**config.mk**
```make
export PLATFORM = sky130hd
export DESIGN_NAME = bscp_top
export DESIGN_NICKNAME = d
export VERILOG_FILES = /design/src/bscp_sync.v /design/src/bscp_secmem.v /design/src/bscp_top.v
export VERILOG_INCLUDE_DIRS = /design/src
export SDC_FILE = /design/constraint.sdc
export NUM_CORES = 1
export LEC_CHECK = 0
export ABC_AREA = 1
export ABC_CLOCK_PERIOD_IN_PS = 1200
export BUFFER_PORTS_ARGS = -buffer_cell sky130_fd_sc_hd__buf_2
export CAP_MARGIN = 20
export CELL_PAD_IN_SITES_DETAIL_PLACEMENT = 2
export CELL_PAD_IN_SITES_GLOBAL_PLACEMENT = 2
export CORE_MARGIN = 2
export CORE_UTILIZATION = 26
export DETAILED_ROUTE_END_ITERATION = 10
export PLACE_DENSITY = 0.73
export SLEW_MARGIN = 20
export SYNTH_ARGS = -nofsm -noshare
export SYNTH_HDL_FRONTEND = slang
export SYNTH_SLANG_ARGS = --single-unit
```
**constraint.sdc**
```tcl
create_clock -name clk -period 1.2 [get_ports clk]
set_input_delay 0.06 -clock clk [delete_from_list [all_inputs] [get_ports clk]]
set_output_delay 0.06 -clock clk [all_outputs]
set_load 0.01 [all_outputs]
```
**src/bscp_defs.vh**
```
// constants for the boot source and code protection block
`ifndef BSCP_DEFS_VH
`define BSCP_DEFS_VH
// **********************************
// special setting register indexes
// **********************************
`define BSCP_IDX_SEC     2'h0
`define BSCP_IDX_MAKER   2'h1
`define BSCP_IDX_DEVICE  2'h2
// **********************************
// security byte field positions
// **********************************
`define BSCP_SB_LOCK     0
`define BSCP_SB_CTR      1
`define BSCP_SB_P2BOOT   4
`define BSCP_SB_P4BOOT   5
`define BSCP_SB_XTAL     7
`define BSCP_SEC_ERASED  8'hff
// **********************************
// boot control codes
// **********************************
`define BSCP_BC_RESET    8'h00
`define BSCP_BC_UPDATE   8'h01
`define BSCP_BC_LOADER   8'h03
`define BSCP_BC_SWREBOOT 8'h83
// **********************************
// flash target select codes
// **********************************
`define BSCP_TS_BANK0    2'h0
`define BSCP_TS_BANK1    2'h1
`define BSCP_TS_LOADER   2'h2
`define BSCP_TS_RESET    2'h0
// **********************************
// timing counts
// **********************************
`define BSCP_RST_PULSE   4'h8
`endif

```
**src/bscp_sync.v**
```verilog
// two flip-flop synchroniser for pin inputs
`timescale 1ns/10ps
module bscp_sync #(
  parameter W = 1
) (
  input  wire         clk,
  input  wire         rst,
  input  wire [W-1:0] din,
  output reg  [W-1:0] dout_q
);
  reg [W-1:0] meta_q;
  always @(posedge clk) begin
    if (rst) begin
      meta_q <= {W{1'b0}};
      dout_q <= {W{1'b0}};
    end else begin
      meta_q <= din;
      dout_q <= meta_q;
    end
  end
endmodule // bscp_sync

```
**src/bscp_secmem.v**
```verilog
// special setting registers: security byte and identification codes
`timescale 1ns/10ps
`include "bscp_defs.vh"
module bscp_secmem #(
  parameter [7:0] MAKER_ID  = 8'h5a,
  parameter [7:0] DEVICE_ID = 8'h3c
) (
  input  wire       clk,
  input  wire       rst,
  input  wire       wr,
  input  wire       erase_all,
  input  wire [7:0] wdata,
  input  wire       rd,
  input  wire [1:0] addr,
  output reg  [7:0] rdata_q,
  output reg  [7:0] sec_q
);
  // **********************************
  // security byte storage
  // **********************************
  always @(posedge clk) begin
    if (rst) begin
      sec_q <= `BSCP_SEC_ERASED;
    end else if (erase_all) begin
      sec_q <= `BSCP_SEC_ERASED;
    end else if (wr) begin
      sec_q <= sec_q & wdata;
    end
  end
  // **********************************
  // registered read port
  // **********************************
  always @(posedge clk) begin
    if (rst) begin
      rdata_q <= 8'h00;
    end else if (rd) begin
      case (addr)
        `BSCP_IDX_SEC:    rdata_q <= sec_q;
        `BSCP_IDX_MAKER:  rdata_q <= MAKER_ID;
        `BSCP_IDX_DEVICE: rdata_q <= DEVICE_ID;
        default:          rdata_q <= 8'h00;
      endcase
    end
  end
endmodule // bscp_secmem

```
**src/bscp_top.v**
```verilog
// boot source selection and code protection
// Function
// after external reset boot from application flash unless an enabled strap asks
// security bit 4 low and port2 bits 6,7 low at reset: boot loader
// security bit 5 low and port4 bit 3 low at reset: boot loader
// boot control 03h at idle entry: switch to loader and reset
// writing 83h to boot control: back to application flash and reset
// boot control 01h at idle entry: update flash, continue without reset
// target select picks application bank 0, bank 1 or loader flash
// security bits only go 1 to 0; erase-all restores ffh
// security and id registers inaccessible in flash programming mode
// security bit 0 low blocks flash and special register reads
// security bit 1 low: external code-table reads reach only external memory
// internal code-table reads always reach internal and external memory
// programmer sets bit 7 high above 24 mhz crystal, low below
// maker and device ids fixed, not writable
// straps and security byte sampled at external reset release
`timescale 1ns/10ps
`include "bscp_defs.vh"
module bscp_top #(
  parameter [7:0] MAKER_ID  = 8'h5a,
  parameter [7:0] DEVICE_ID = 8'h3c
) (
  input  wire       clk,
  input  wire       rst,
  input  wire       ext_reset_pin,
  input  wire       port2_bit6_strap,
  input  wire       port2_bit7_strap,
  input  wire       port4_bit3_strap,
  input  wire       core_idle_enter,
  input  wire       boot_ctrl_wr,
  input  wire [7:0] boot_ctrl_wdata,
  input  wire       target_sel_wr,
  input  wire [1:0] target_sel_wdata,
  input  wire       update_done,
  input  wire       code_table_read,
  input  wire       ctr_from_external,
  input  wire       ctr_addr_internal,
  input  wire       flash_rd_req,
  input  wire       spec_wr,
  input  wire       spec_erase_all,
  input  wire [7:0] spec_wdata,
  input  wire       spec_rd,
  input  wire [1:0] spec_addr,
  output reg        core_reset_q,
  output reg        boot_from_loader_q,
  output reg        update_busy_q,
  output reg  [1:0] flash_target_q,
  output reg  [7:0] flash_boot_control_q,
  output reg        ctr_to_internal_q,
  output reg        ctr_to_external_q,
  output reg        flash_rd_grant_q,
  output reg        spec_refused_q,
  output reg  [7:0] spec_rdata_q,
  output reg        spec_rvalid_q,
  output reg        crystal_fast_q,
  output reg  [7:0] sec_latched_q
);
  // **********************************
  // pin synchronisers
  // **********************************
  wire ext_rst_s;
  wire p26_s;
  wire p27_s;
  wire p43_s;
  bscp_sync #(
    .W (1)
  ) u_sync_rst (
    .clk    (clk),
    .rst    (rst),
    .din    (ext_reset_pin),
    .dout_q (ext_rst_s)
  );
  bscp_sync #(
    .W (1)
  ) u_sync_p26 (
    .clk    (clk),
    .rst    (rst),
    .din    (port2_bit6_strap),
    .dout_q (p26_s)
  );
  bscp_sync #(
    .W (1)
  ) u_sync_p27 (
    .clk    (clk),
    .rst    (rst),
    .din    (port2_bit7_strap),
    .dout_q (p27_s)
  );
  bscp_sync #(
    .W (1)
  ) u_sync_p43 (
    .clk    (clk),
    .rst    (rst),
    .din    (port4_bit3_strap),
    .dout_q (p43_s)
  );

  // **********************************
  // special setting registers
  // **********************************
  wire [7:0] sec_byte;
  wire [7:0] mem_rdata;
  wire       prog_mode    = update_busy_q | boot_from_loader_q;
  wire       spec_ok      = ~prog_mode;
  wire       lock_n       = sec_latched_q[`BSCP_SB_LOCK];
  wire       sec_wr_en    = spec_wr & spec_ok & (spec_addr == `BSCP_IDX_SEC);
  wire       sec_erase_en = spec_erase_all & spec_ok;
  wire       spec_rd_ok   = spec_rd & spec_ok & lock_n;
  wire       spec_refuse  = (spec_rd & ~spec_rd_ok) | ((spec_wr | spec_erase_all) & ~spec_ok);

  // **********************************
  // special setting register storage
  // **********************************
  bscp_secmem #(
    .MAKER_ID  (MAKER_ID),
    .DEVICE_ID (DEVICE_ID)
  ) u_secmem (
    .clk       (clk),
    .rst       (rst),
    .wr        (sec_wr_en),
    .erase_all (sec_erase_en),
    .wdata     (spec_wdata),
    .rd        (spec_rd_ok),
    .addr      (spec_addr),
    .rdata_q   (mem_rdata),
    .sec_q     (sec_byte)
  );

  // **********************************
  // special register read answer
  // **********************************
  reg spec_rd_ok_q;
  always @(posedge clk) begin
    if (rst) begin
      spec_rd_ok_q   <= 1'b0;
      spec_refused_q <= 1'b0;
    end else begin
      spec_rd_ok_q   <= spec_rd_ok;
      spec_refused_q <= spec_refuse;
    end
  end

  // **********************************
  // special register read data
  // **********************************
  always @(posedge clk) begin
    if (rst) begin
      spec_rdata_q  <= 8'h00;
      spec_rvalid_q <= 1'b0;
    end else begin
      spec_rvalid_q <= spec_rd_ok_q;
      spec_rdata_q  <= spec_rd_ok_q ? mem_rdata : 8'h00;
    end
  end

  // **********************************
  // reset release detection and boot choice
  // **********************************
  reg  ext_rst_prev_q;
  wire ext_release = ext_rst_prev_q & ~ext_rst_s;
  wire p2_reboot = ~sec_byte[`BSCP_SB_P2BOOT] & ~p26_s & ~p27_s;
  wire p4_reboot = ~sec_byte[`BSCP_SB_P4BOOT] & ~p43_s;
  always @(posedge clk) begin
    if (rst) begin
      ext_rst_prev_q <= 1'b0;
    end else begin
      ext_rst_prev_q <= ext_rst_s;
    end
  end

  // **********************************
  // security byte latch at reset release
  // **********************************
  always @(posedge clk) begin
    if (rst) begin
      sec_latched_q  <= `BSCP_SEC_ERASED;
      crystal_fast_q <= 1'b1;
    end else if (ext_release) begin
      sec_latched_q  <= sec_byte;
      crystal_fast_q <= sec_byte[`BSCP_SB_XTAL];
    end
  end

  // **********************************
  // boot control and update sequencing
  // **********************************
  localparam ST_RUN    = 2'h0;
  localparam ST_UPDATE = 2'h1;
  localparam ST_RESET  = 2'h2;
  reg [1:0] state_q;
  reg [1:0] state_d;
  reg [3:0] pulse_q;
  reg [3:0] pulse_d;
  reg       loader_d;
  reg [7:0] bctl_d;
  wire      sw_reboot_req = boot_ctrl_wr & (boot_ctrl_wdata == `BSCP_BC_SWREBOOT);
  wire      idle_loader   = core_idle_enter & (flash_boot_control_q == `BSCP_BC_LOADER);
  wire      idle_update   = core_idle_enter & (flash_boot_control_q == `BSCP_BC_UPDATE);
  always @* begin
    state_d  = state_q;
    pulse_d  = pulse_q;
    loader_d = boot_from_loader_q;
    bctl_d   = flash_boot_control_q;
    if (ext_rst_s) begin
      state_d = ST_RESET;
      pulse_d = 4'h0;
      bctl_d  = `BSCP_BC_RESET;
    end else if (ext_release) begin
      state_d  = ST_RUN;
      loader_d = p2_reboot | p4_reboot;
    end else begin
      case (state_q)
        ST_RUN: begin
          if (sw_reboot_req) begin
            loader_d = 1'b0;
            bctl_d   = `BSCP_BC_RESET;
            pulse_d  = `BSCP_RST_PULSE;
            state_d  = ST_RESET;
          end else if (boot_ctrl_wr) begin
            bctl_d = boot_ctrl_wdata;
          end else if (idle_loader) begin
            loader_d = 1'b1;
            bctl_d   = `BSCP_BC_RESET;
            pulse_d  = `BSCP_RST_PULSE;
            state_d  = ST_RESET;
          end else if (idle_update) begin
            state_d = ST_UPDATE;
          end
        end
        ST_UPDATE: begin
          if (update_done) begin
            state_d = ST_RUN;
          end
        end
        ST_RESET: begin
          if (pulse_q != 4'h0) begin
            pulse_d = pulse_q - 4'h1;
          end else begin
            state_d = ST_RUN;
          end
        end
        default: begin
          state_d = ST_RUN;
        end
      endcase
    end
  end

  // **********************************
  // boot control registers
  // **********************************
  always @(posedge clk) begin
    if (rst) begin
      state_q              <= ST_RESET;
      pulse_q              <= 4'h0;
      boot_from_loader_q   <= 1'b0;
      flash_boot_control_q <= `BSCP_BC_RESET;
      core_reset_q         <= 1'b1;
      update_busy_q        <= 1'b0;
    end else begin
      state_q              <= state_d;
      pulse_q              <= pulse_d;
      boot_from_loader_q   <= loader_d;
      flash_boot_control_q <= bctl_d;
      core_reset_q         <= (state_d == ST_RESET);
      update_busy_q        <= (state_d == ST_UPDATE);
    end
  end

  // **********************************
  // flash target select
  // **********************************
  always @(posedge clk) begin
    if (rst || ext_rst_s) begin
      flash_target_q <= `BSCP_TS_RESET;
    end else if (target_sel_wr && target_sel_wdata <= `BSCP_TS_LOADER) begin
      flash_target_q <= target_sel_wdata;
    end
  end

  // **********************************
  // code-table read routing
  // **********************************
  wire ctr_int_ok = ~ctr_from_external | sec_latched_q[`BSCP_SB_CTR];
  always @(posedge clk) begin
    if (rst) begin
      ctr_to_internal_q <= 1'b0;
      ctr_to_external_q <= 1'b0;
    end else begin
      ctr_to_internal_q <= code_table_read & ctr_addr_internal & ctr_int_ok;
      ctr_to_external_q <= code_table_read & ~(ctr_addr_internal & ctr_int_ok);
    end
  end

  // **********************************
  // flash read lock
  // **********************************
  always @(posedge clk) begin
    if (rst) begin
      flash_rd_grant_q <= 1'b0;
    end else begin
      flash_rd_grant_q <= flash_rd_req & lock_n;
    end
  end
endmodule // bscp_top

```
# Word-level counts from Yosys, hierarchy flattened
# Index checks and enable logic that the tools add are counted.
# Widths: inputs -> output; s select.
[totals] reg_bits=67 latch_bits=0 ram_bits=0 romBits=0 input_bits=37 word_cells=117 mem_count=0
[op_classes] add_sub_neg=1 mul=0 n_div=0 n_lt_le_gt_ge=1 n_eq_ne=13 shift=0 n_mux=23 n_bitwise=37 reduce_logical=15
[ops] cell="$mux 8" n=3
[ops] cell="$pmux 8 s3" n=1
[ops] cell="$and 1x1->1" n=19
[ops] cell="$mux 2" n=8
[ops] cell="$mux 4" n=4
[ops] cell="$not 1->1" n=12
[ops] cell="$and 8x8->8" n=1
[ops] cell="$eq 8x1->1 const B" n=1
[ops] cell="$eq 8x2->1 const B" n=1
[ops] cell="$eq 8x8->1 const B" n=1
[ops] cell="$pmux 4 s2" n=1
[ops] cell="$eq 2x1->1 const B" n=3
[ops] cell="$eq 2x2->1 const B" n=3
[ops] cell="$ne 3x3->1 const B" n=2
[ops] cell="$pmux 2 s3" n=1
[ops] cell="$reduce_bool 3->1" n=2
[ops] cell="$reduce_or 2->1" n=3
[ops] cell="$mux 1" n=5
[ops] cell="$or 1x1->1" n=5
[ops] cell="$reduce_and 5->1" n=1
[ops] cell="$logic_not 2->1" n=2
[ops] cell="$reduce_and 4->1" n=1
[ops] cell="$reduce_bool 2->1" n=2
[ops] cell="$reduce_bool 4->1" n=1
[ops] cell="other kinds (7)" n=7

# Logic depth before layout (Yosys ltp)
# Gate-level depths: netlist of run 1.
[logic_depth] depth_word=10 depth_mapped=10 ltp_nobuf=10

# Hierarchy
# A second synthesis of run 1 with hierarchy kept.
[unflattened] cells_unflattened=335 hier_area_um2=2562.5
[modules_own_cells] mod="bscp_top" n_inst=1 cells_each=238 area_per_inst_um2=1751.7
[modules_own_cells] mod="bscp_secmem" n_inst=1 cells_each=73 area_per_inst_um2=590.6
[modules_own_cells] mod="bscp_sync" n_inst=4 cells_each=6 area_per_inst_um2=55.1

# Worst setup path before layout of run 1
# No wires, ideal clock.
[synth_timing] kind="flip-flop to flip-flop" start="reg pulse_q[0]" end="reg pulse_q[1]" setup_time_ps=110 arrival_ps=1130 required_ps=1090 setup_slack_ps=-41 path_stages_with_launch=10 path_cell_list="dfxtp_1 inv_1 ha_1 nand2_1 nor3_1 nor3_4 nand2_4 nand2_2 nand2_1 nor2_2"
[synth_via] elab_chain_cells=3 word_cells_on_any_way=6 classes_between="add/sub: 1; eq/ne: 1; mux: 2; reduce/logical: 2"
[synth_lines] element="start, declared" line="bscp_top.v:193" rtl="reg [3:0] pulse_q;"
[synth_lines] element="start signal, assigned" line="bscp_top.v:263" rtl="pulse_q <= pulse_d;"
[synth_lines] element="$sub 4x1->4 or $reduce_bool 4->1 (tied branches)" line="bscp_top.v:238, bscp_top.v:237"
[synth_lines] element="$mux 4 or $ne 2x2->1 (tied branches)"
[synth_lines] element="$pmux 4 s2 or $reduce_and 5->1 (tied branches)"
# Parallel ways exist; a longest one is shown, timed or not. The select of a mux whose other input is x is not followed.
# A chain may end at the register's enable or synchronous reset.

# Final worst setup path of run 1
[layout_timing] start="reg flash_boot_control_q[2]" end="reg boot_from_loader_q"
[layout_via] elab_chain_cells=4
[layout_lines] element="start, declared" line="bscp_top.v:49" rtl="output reg [7:0] flash_boot_control_q,"
[layout_lines] element="start signal, assigned" line="bscp_top.v:258" rtl="flash_boot_control_q <= `BSCP_BC_RESET;"
[layout_lines] element="start signal, assigned" line="bscp_top.v:265" rtl="flash_boot_control_q <= bctl_d;"
[layout_lines] element="$eq 8x2->1 (no source line)"
[layout_lines] element="$and 1x1->1" line="bscp_top.v:198" rtl="wire idle_loader = core_idle_enter & (flash_boot_control_q == `BSCP_BC_LOADER);"
[layout_lines] element="$reduce_bool 3->1 (no source line)"
[layout_lines] element="$reduce_and 4->1 (no source line)"
[layout_lines] element="end signal, assigned" line="bscp_top.v:264" rtl="boot_from_loader_q <= loader_d;"
[layout_lines] element="end, declared" line="bscp_top.v:46" rtl="output reg boot_from_loader_q,"
# No other way between the ends.

==> results of run 1 <==
[timing repair]
action | CTS | global route
cloned | 1 | 0
buffers inserted | 3 | 8
resized for setup | 32 | 46
hold buffers | 22 | 2
setup endpoints to repair | 23 | 36
hold endpoints to repair | 19 | 2
pin swaps | 16 | 17
[area by class of cell]
cell class | count | area [um^2] | area share (%)
clock inverter | 7 | 78.83 | 1.881
clock buffer | 9 | 123.9 | 2.956
tap | 133 | 166.4 | 3.971
inverter | 51 | 212.7 | 5.076
sequential | 66 | 1334 | 31.83
timing repair buffer | 141 | 968.4 | 23.11
multi-input combinational | 207 | 1306 | 31.17
[cell usage after synthesis (2+ instances only)]
cell type	instances
nand3_2	2
a21oi_1	22
nand4_1	4
o21ai_0	16
nand3_1	25
nand2_2	4
a31oi_1	2
ha_1	4
o21ai_1	3
clkbuf_1	2
nor2_1	33
buf_2	3
nand2_1	64
dfxtp_1	66
nand2_4	2
inv_1	46
or2_2	2
inv_2	4
buf_6	3
a211oi_1	2
nor2_2	8
o211ai_2	2
o31ai_1	2
[metal layers]
| metal | up-vias | track usage (%) |
|---|---|---|
| li1 | 1348 | - |
| met1 | 1388 | 20.78 |
| met2 | 66 | 35.95 |
| met3 | 12 | 4.928 |
| met4 | 0 | 4.190 |
| met5 | - | 0 |
[metrics by stage]
stage	total power, uW	hold WS, ns
after global placement	4002	0.2552
after CTS	6631	0.002269
after detailed placement	4101	0.2671
final	6929	0.01855
after global routing	7339	0.01240
after floorplan	3478	0.1532
[sequential cells by signal, summed over array words and instances (netlist names), 2 cells and up]
register,cells
flash_boot_control_q,8
spec_rdata_q,8
u_secmem.rdata_q,8
u_secmem.sec_q,8
sec_latched_q,7
pulse_q,4
flash_target_q,2
state_q,2
[power groups by stage]
stage	clock network, uW	registers [uW]	logic, uW
floorplan	0	2540	935
global placement	0	2520	1490
detailed placement	0	2520	1580
CTS	1970	2490	2160
global route	2150	2530	2660
finish	1990	2510	2430
[tightest hold or removal path, cell delays in order]
cell,delay [ns]
buf_2,0.08
or2_2,0.13
a21oi_2,0.06
[cell usage in the layout, fill, tap and decap left out, types with 14 or more instances in the layout]
| cell | n |
|---|---|
| nand3_1 | 22 |
| inv_1 | 41 |
| nor2_1 | 30 |
| buf_2 | 70 |
| o21ai_0 | 14 |
| buf_4 | 42 |
| nand2_1 | 48 |
| dfxtp_1 | 58 |
| dlygate4sd3_1 | 23 |
| nand2_2 | 14 |
[logic make-up after synthesis]
| group | after synthesis | share of synthesized area (%) |
|---|---|---|
| xor gates and xnor gates | 1 | 0.3323 |
| adders and majority gates | 4 | 1.899 |
| DFF | 66 | 50.12 |
| AOI/OAI and AO/OA | 53 | 11.49 |
| buffers and inverters | 60 | 9.729 |
| and+or+nand+nor | 148 | 26.44 |
[worst paths after layout]
| kind | from | end | slack (ns) | depth (start not counted) |
|---|---|---|---|---|
| worst max register to register | flash_boot_control_q[2] | boot_from_loader_q | -0.31 | 9 |
| worst max-delay path | flash_boot_control_q[2] | boot_from_loader_q | -0.31 | 9 |
| worst min register to register | u_sync_rst.meta_q | u_sync_rst.dout_q | 0.43 | 2 |
| worst min-delay path | update_done | state_q[0] | 0.02 | 3 |
==> flow_summary.ini, run 1 <==
[timing]
layout_setup_ws_ns = -0.3134
finClkSkew_ns = 0.007240
rsz0062_at_grt = yes
post-route-min-period_ns = 1.513
tightest_slew_ns = 0.3988
min_period_over_period_pct = 126.1
setup_tns_ns = -3.076
drv_slew = 0
setup-violations-final = 17
slew_headroom_pct = 73.33
fmax_mhz = 660.8
finalHoldViolations = 0

[finish]
fill_cells = 1116
final_area_um2 = 4190
final_core_util_pct = 42.67
syn2layout_area_growth_pct = 58.95
stdcell_count = 614
layout.nets = 517
layout-drive-gt1-share_pct = 44.07
num_antenna_cells = 0

[placed_design]
place_congestion = 0.7552
place_area_um2 = 3381
pre_cts_ws_ns = -0.1656
dp_cells = 564
dp_hpwl_mm = 6.315
port_buffers = 71

[clock_network]
clkTransAtPathRegs_ns = 0.08
ctsHtreeMaxLevel = 3
clk_latency_ns = 0.36
root_buffer = clkbuf_8
cts_sinks = 66
numCtsBuffers = 9
cts_tree = done
cts_buffer_depth = 2

[setup_path]
cpLargestDelayFamily = simple AND/OR/NAND/NOR gates
slowest_delay_ns = 0.34
end_kind = flip-flop
cp.required_ns = 1.50
cp_max_fo = 2
worstPathArrival_ns = 1.82
critPathKind = reg -> reg
cp_num_buf_inv = 3
startpoint_type = flip-flop
crit_path_cell_trace = nor2_2 > nand2_1 > buf_4 > buf_4 > nor2_1 > nand4_1 > nand3_1 > nand2_1 > inv_1
critPathSlowestCell = dfxtp_2

[grt]
grt_first_pass_wirelength_mm = 16.01
grt_max_degree = 14
grt_pass1_vias = 3020
grtUsageTotal_pct = 18.85
grt-ovfl-total = 0
grt_antenna_before_repair = 0

[yosys]
syn_nets = 373
yosys.area.top_type = dfxtp_1
synth_edf_count = 0
async_flop_share_pct = 0
syn_area_per_cell_um2 = 7.941
seq_area_frac_synth_pct = 50.12
synth.distinct_cells = 34
synth_area_um2 = 2636
synth_top_area_share_pct = 50.12
synth_flop_cell = dfxtp_1
netlist_instances = 332
yosysWarnings = 0
synth_area_leaders = dfxtp_1 (50%), nand2_1 (9.1%), inv_1 (6.5%), nand3_1 (4.7%), nor2_1 (4.7%)
yosys_register_bits = 66

[routing]
drt-met1-wl_mm = 4.619
via_per_inst = 4.583
route.detailed.drc = 0
dr_total_vias = 2814
wl_mm = 11.39
dr_wl_met3_um = 426
highest_layer = met4
wl_met2_mm = 6.178
drt_iter0_drc = 127
ant_nets = 0
wl_per_cell_um = 18.55
drt-pass1-iter-count = 4

[floorplanning]
design.die.area_um2 = 10960
die_x_um = 104.7
core_area_um2 = 9819
io_pins = 72
die_h_um = 104.7
std_cell_rows = 36
initial_utilization_pct = 26.85

[hold_path]
hold_class = in -> reg

[power]
internal-power_uw = 4443
p_sw_share_pct = 35.89
switchingPower_uw = 2487
max-vdd-ir-drop_mv = 1.371
power_density_nw_per_um2 = 1654
p_comb_share_pct = 35.1
p_leak_uw = 0.001986
sequentialPowerShare_pct = 36.2
pwr-share-clk_pct = 28.7

[outcome]
violations = setup timing
status = complete, but fails checks

[job]
maxCapViolations = 0
Power figures use the tool's default switching activity.
==> inputs of run 2 (changes only) <==
CORE_ASPECT_RATIO = 1.25   (was default)
CORE_MARGIN = 5   (was 2)
PLACE_DENSITY = 0.75   (was 0.73)
==> run 2 against run 1 <==
The run still ends with setup timing left; sequential power hardly changed; highest routed layer unchanged; critical endpoint is now flash_boot_control_q[2]; core utilization is 1.0 points lower; power rose by 5.2%.
==> flow_summary.ini, run 2 (same netlist as run 1, synthesis figures left out) <==
[routing]
drt-pass1-iter-count = 4
via_per_inst = 4.583
wl_mm = 10.24
dr_total_vias = 2759
ant_nets = 0
route.detailed.drc = 0
wl_per_cell_um = 17.01
drt_iter0_drc = 40

[setup_path]
cp_max_fo = 5
end_kind = flip-flop
startpoint_type = flip-flop
critPathKind = reg -> reg
worstPathArrival_ns = 1.60
cp.required_ns = 1.45

[clock_network]
root_buffer = clkbuf_16
clk_latency_ns = 0.33
cts_tree = done
cts_buffer_depth = 2
clkTransAtPathRegs_ns = 0.05
numCtsBuffers = 9
cts_sinks = 66
ctsHtreeMaxLevel = 3

[timing]
finalHoldViolations = 0
slew_headroom_pct = 78.40
setup_tns_ns = -1.214
post-route-min-period_ns = 1.351
tightest_slew_ns = 0.3229
hold_slack_ns = 0.003708
fmax_mhz = 740.3
rsz0062_at_grt = yes
layout_setup_ws_ns = -0.1508
finClkSkew_ns = 0.006059
drv_slew = 0
setup-violations-final = 16
min_period_over_period_pct = 112.6

[grt]
grt_first_pass_wirelength_mm = 15.51
grt_antenna_before_repair = 0
grt_pass1_vias = 3140
grt-ovfl-total = 0
grtUsageTotal_pct = 16.60
grt_max_degree = 12

[floorplanning]
std_cell_rows = 41
initial_utilization_pct = 26.35
die_x_um = 100.1
core_area_um2 = 10000
design.die.area_um2 = 12270
io_pins = 72
die_h_um = 122.6

[finish]
layout_commonest_cell = buf_2
num_antenna_cells = 0
fill_cells = 1140
layout.nets = 510
stdcell_count = 602
layout-drive-gt1-share_pct = 45.24
syn2layout_area_growth_pct = 58.09
final_core_util_pct = 41.66
final_cell_mix = buf_2 (71), dfxtp_1 (57), nand2_1 (53)

[placed_design]
port_buffers = 71
place_congestion = 0.7427
dp_cells = 565
dp_hpwl_mm = 6.832
pre_cts_ws_ns = -0.1649

[hold_path]
hold_class = in -> reg

[outcome]
status = complete, but fails checks
violations = setup timing

[power]
power_density_nw_per_um2 = 1748
max-vdd-ir-drop_mv = 0.8090
p_leak_uw = 0.001985

[job]
maxCapViolations = 0
==> run 2: changes by cell type in the layout (fill, tap and decap cells not counted), moves of 4 or more <==
cell / delta
buf_4: +5
clkbuf_16: +9
clkbuf_8: -8
clkinv_4: -4
dlygate4sd3_1: -9
nand2_1: +5
nand2_4: -4
nand3_1: -5
nor2_1: -4
nor2_2: +5
==> run 2: path summary, 6_finish.rpt <==
kind                                start                       to  slack, ns  cells after the start
setup / recovery  flash_boot_control_q[5]  flash_boot_control_q[2]      -0.15                      9
hold / removal          ctr_from_external        ctr_to_external_q      0.004                      3
setup reg to reg  flash_boot_control_q[5]  flash_boot_control_q[2]      -0.15                      9
hold reg to reg         u_sync_p43.meta_q        u_sync_p43.dout_q       0.41                      2
==> run 2: metal layers <==
layer	track usage [%]	share of wire [%]
met1	16.94	36
met2	32.60	58
met3	3.866	3.5
met4	5.644	2.5
met5	0	0
==> run 2: final cells by class <==
cell class,count,area [um^2],area share [%]
Clock buffer,12,246.5,5.914
Clock inverter,3,40.04,0.9607
Inverter,51,209.0,5.013
Multi-Input combinational cell,207,1308,31.37
Sequential cell,66,1333,31.97
Tap cell,129,161.4,3.873
Timing Repair Buffer,134,870.8,20.89
==> run 2: critical path: stages, from the launching register on <==
cell and delay (ns):
dfxtp_2 0.33, nor2_4 0.15, nand2_2 0.09, nor2_4 0.12, nand2_2 0.09, nand2_4 0.11
nand2_8 0.08, clkinv_8 0.08, o21ai_2 0.07, nor2_2 0.15
==> run 2: power breakdown <==
group	switching (uW)	leakage (uW)	total (uW)	internal (uW)
logic	1210	0.00130	2150	935
registers	154	0.000543	2540	2380
clock network	955	0.000142	2600	1650
total	2320	0.00198	7290	4960
==> run 2: what timing repair did <==
| item | CTS | global route |
|---|---|---|
| cloned | 1 | 0 |
| pin swaps | 13 | 21 |
| endpoints found under the hold margin | 15 | 0 |
| setup buffers | 4 | 4 |
| gates resized for setup | 25 | 48 |
| endpoints found under the setup margin | 33 | 25 |
| hold buffers | 16 | 0 |
==> run 2: through the flow <==
stage | instance area, um^2 | total power [uW]
floorplan | 2645 | 3478
global placement | 3413 | 3993
detailed placement | 3413 | 4077
CTS | 3994 | 6972
global route | 4168 | 7678
finish | 4168 | 7287
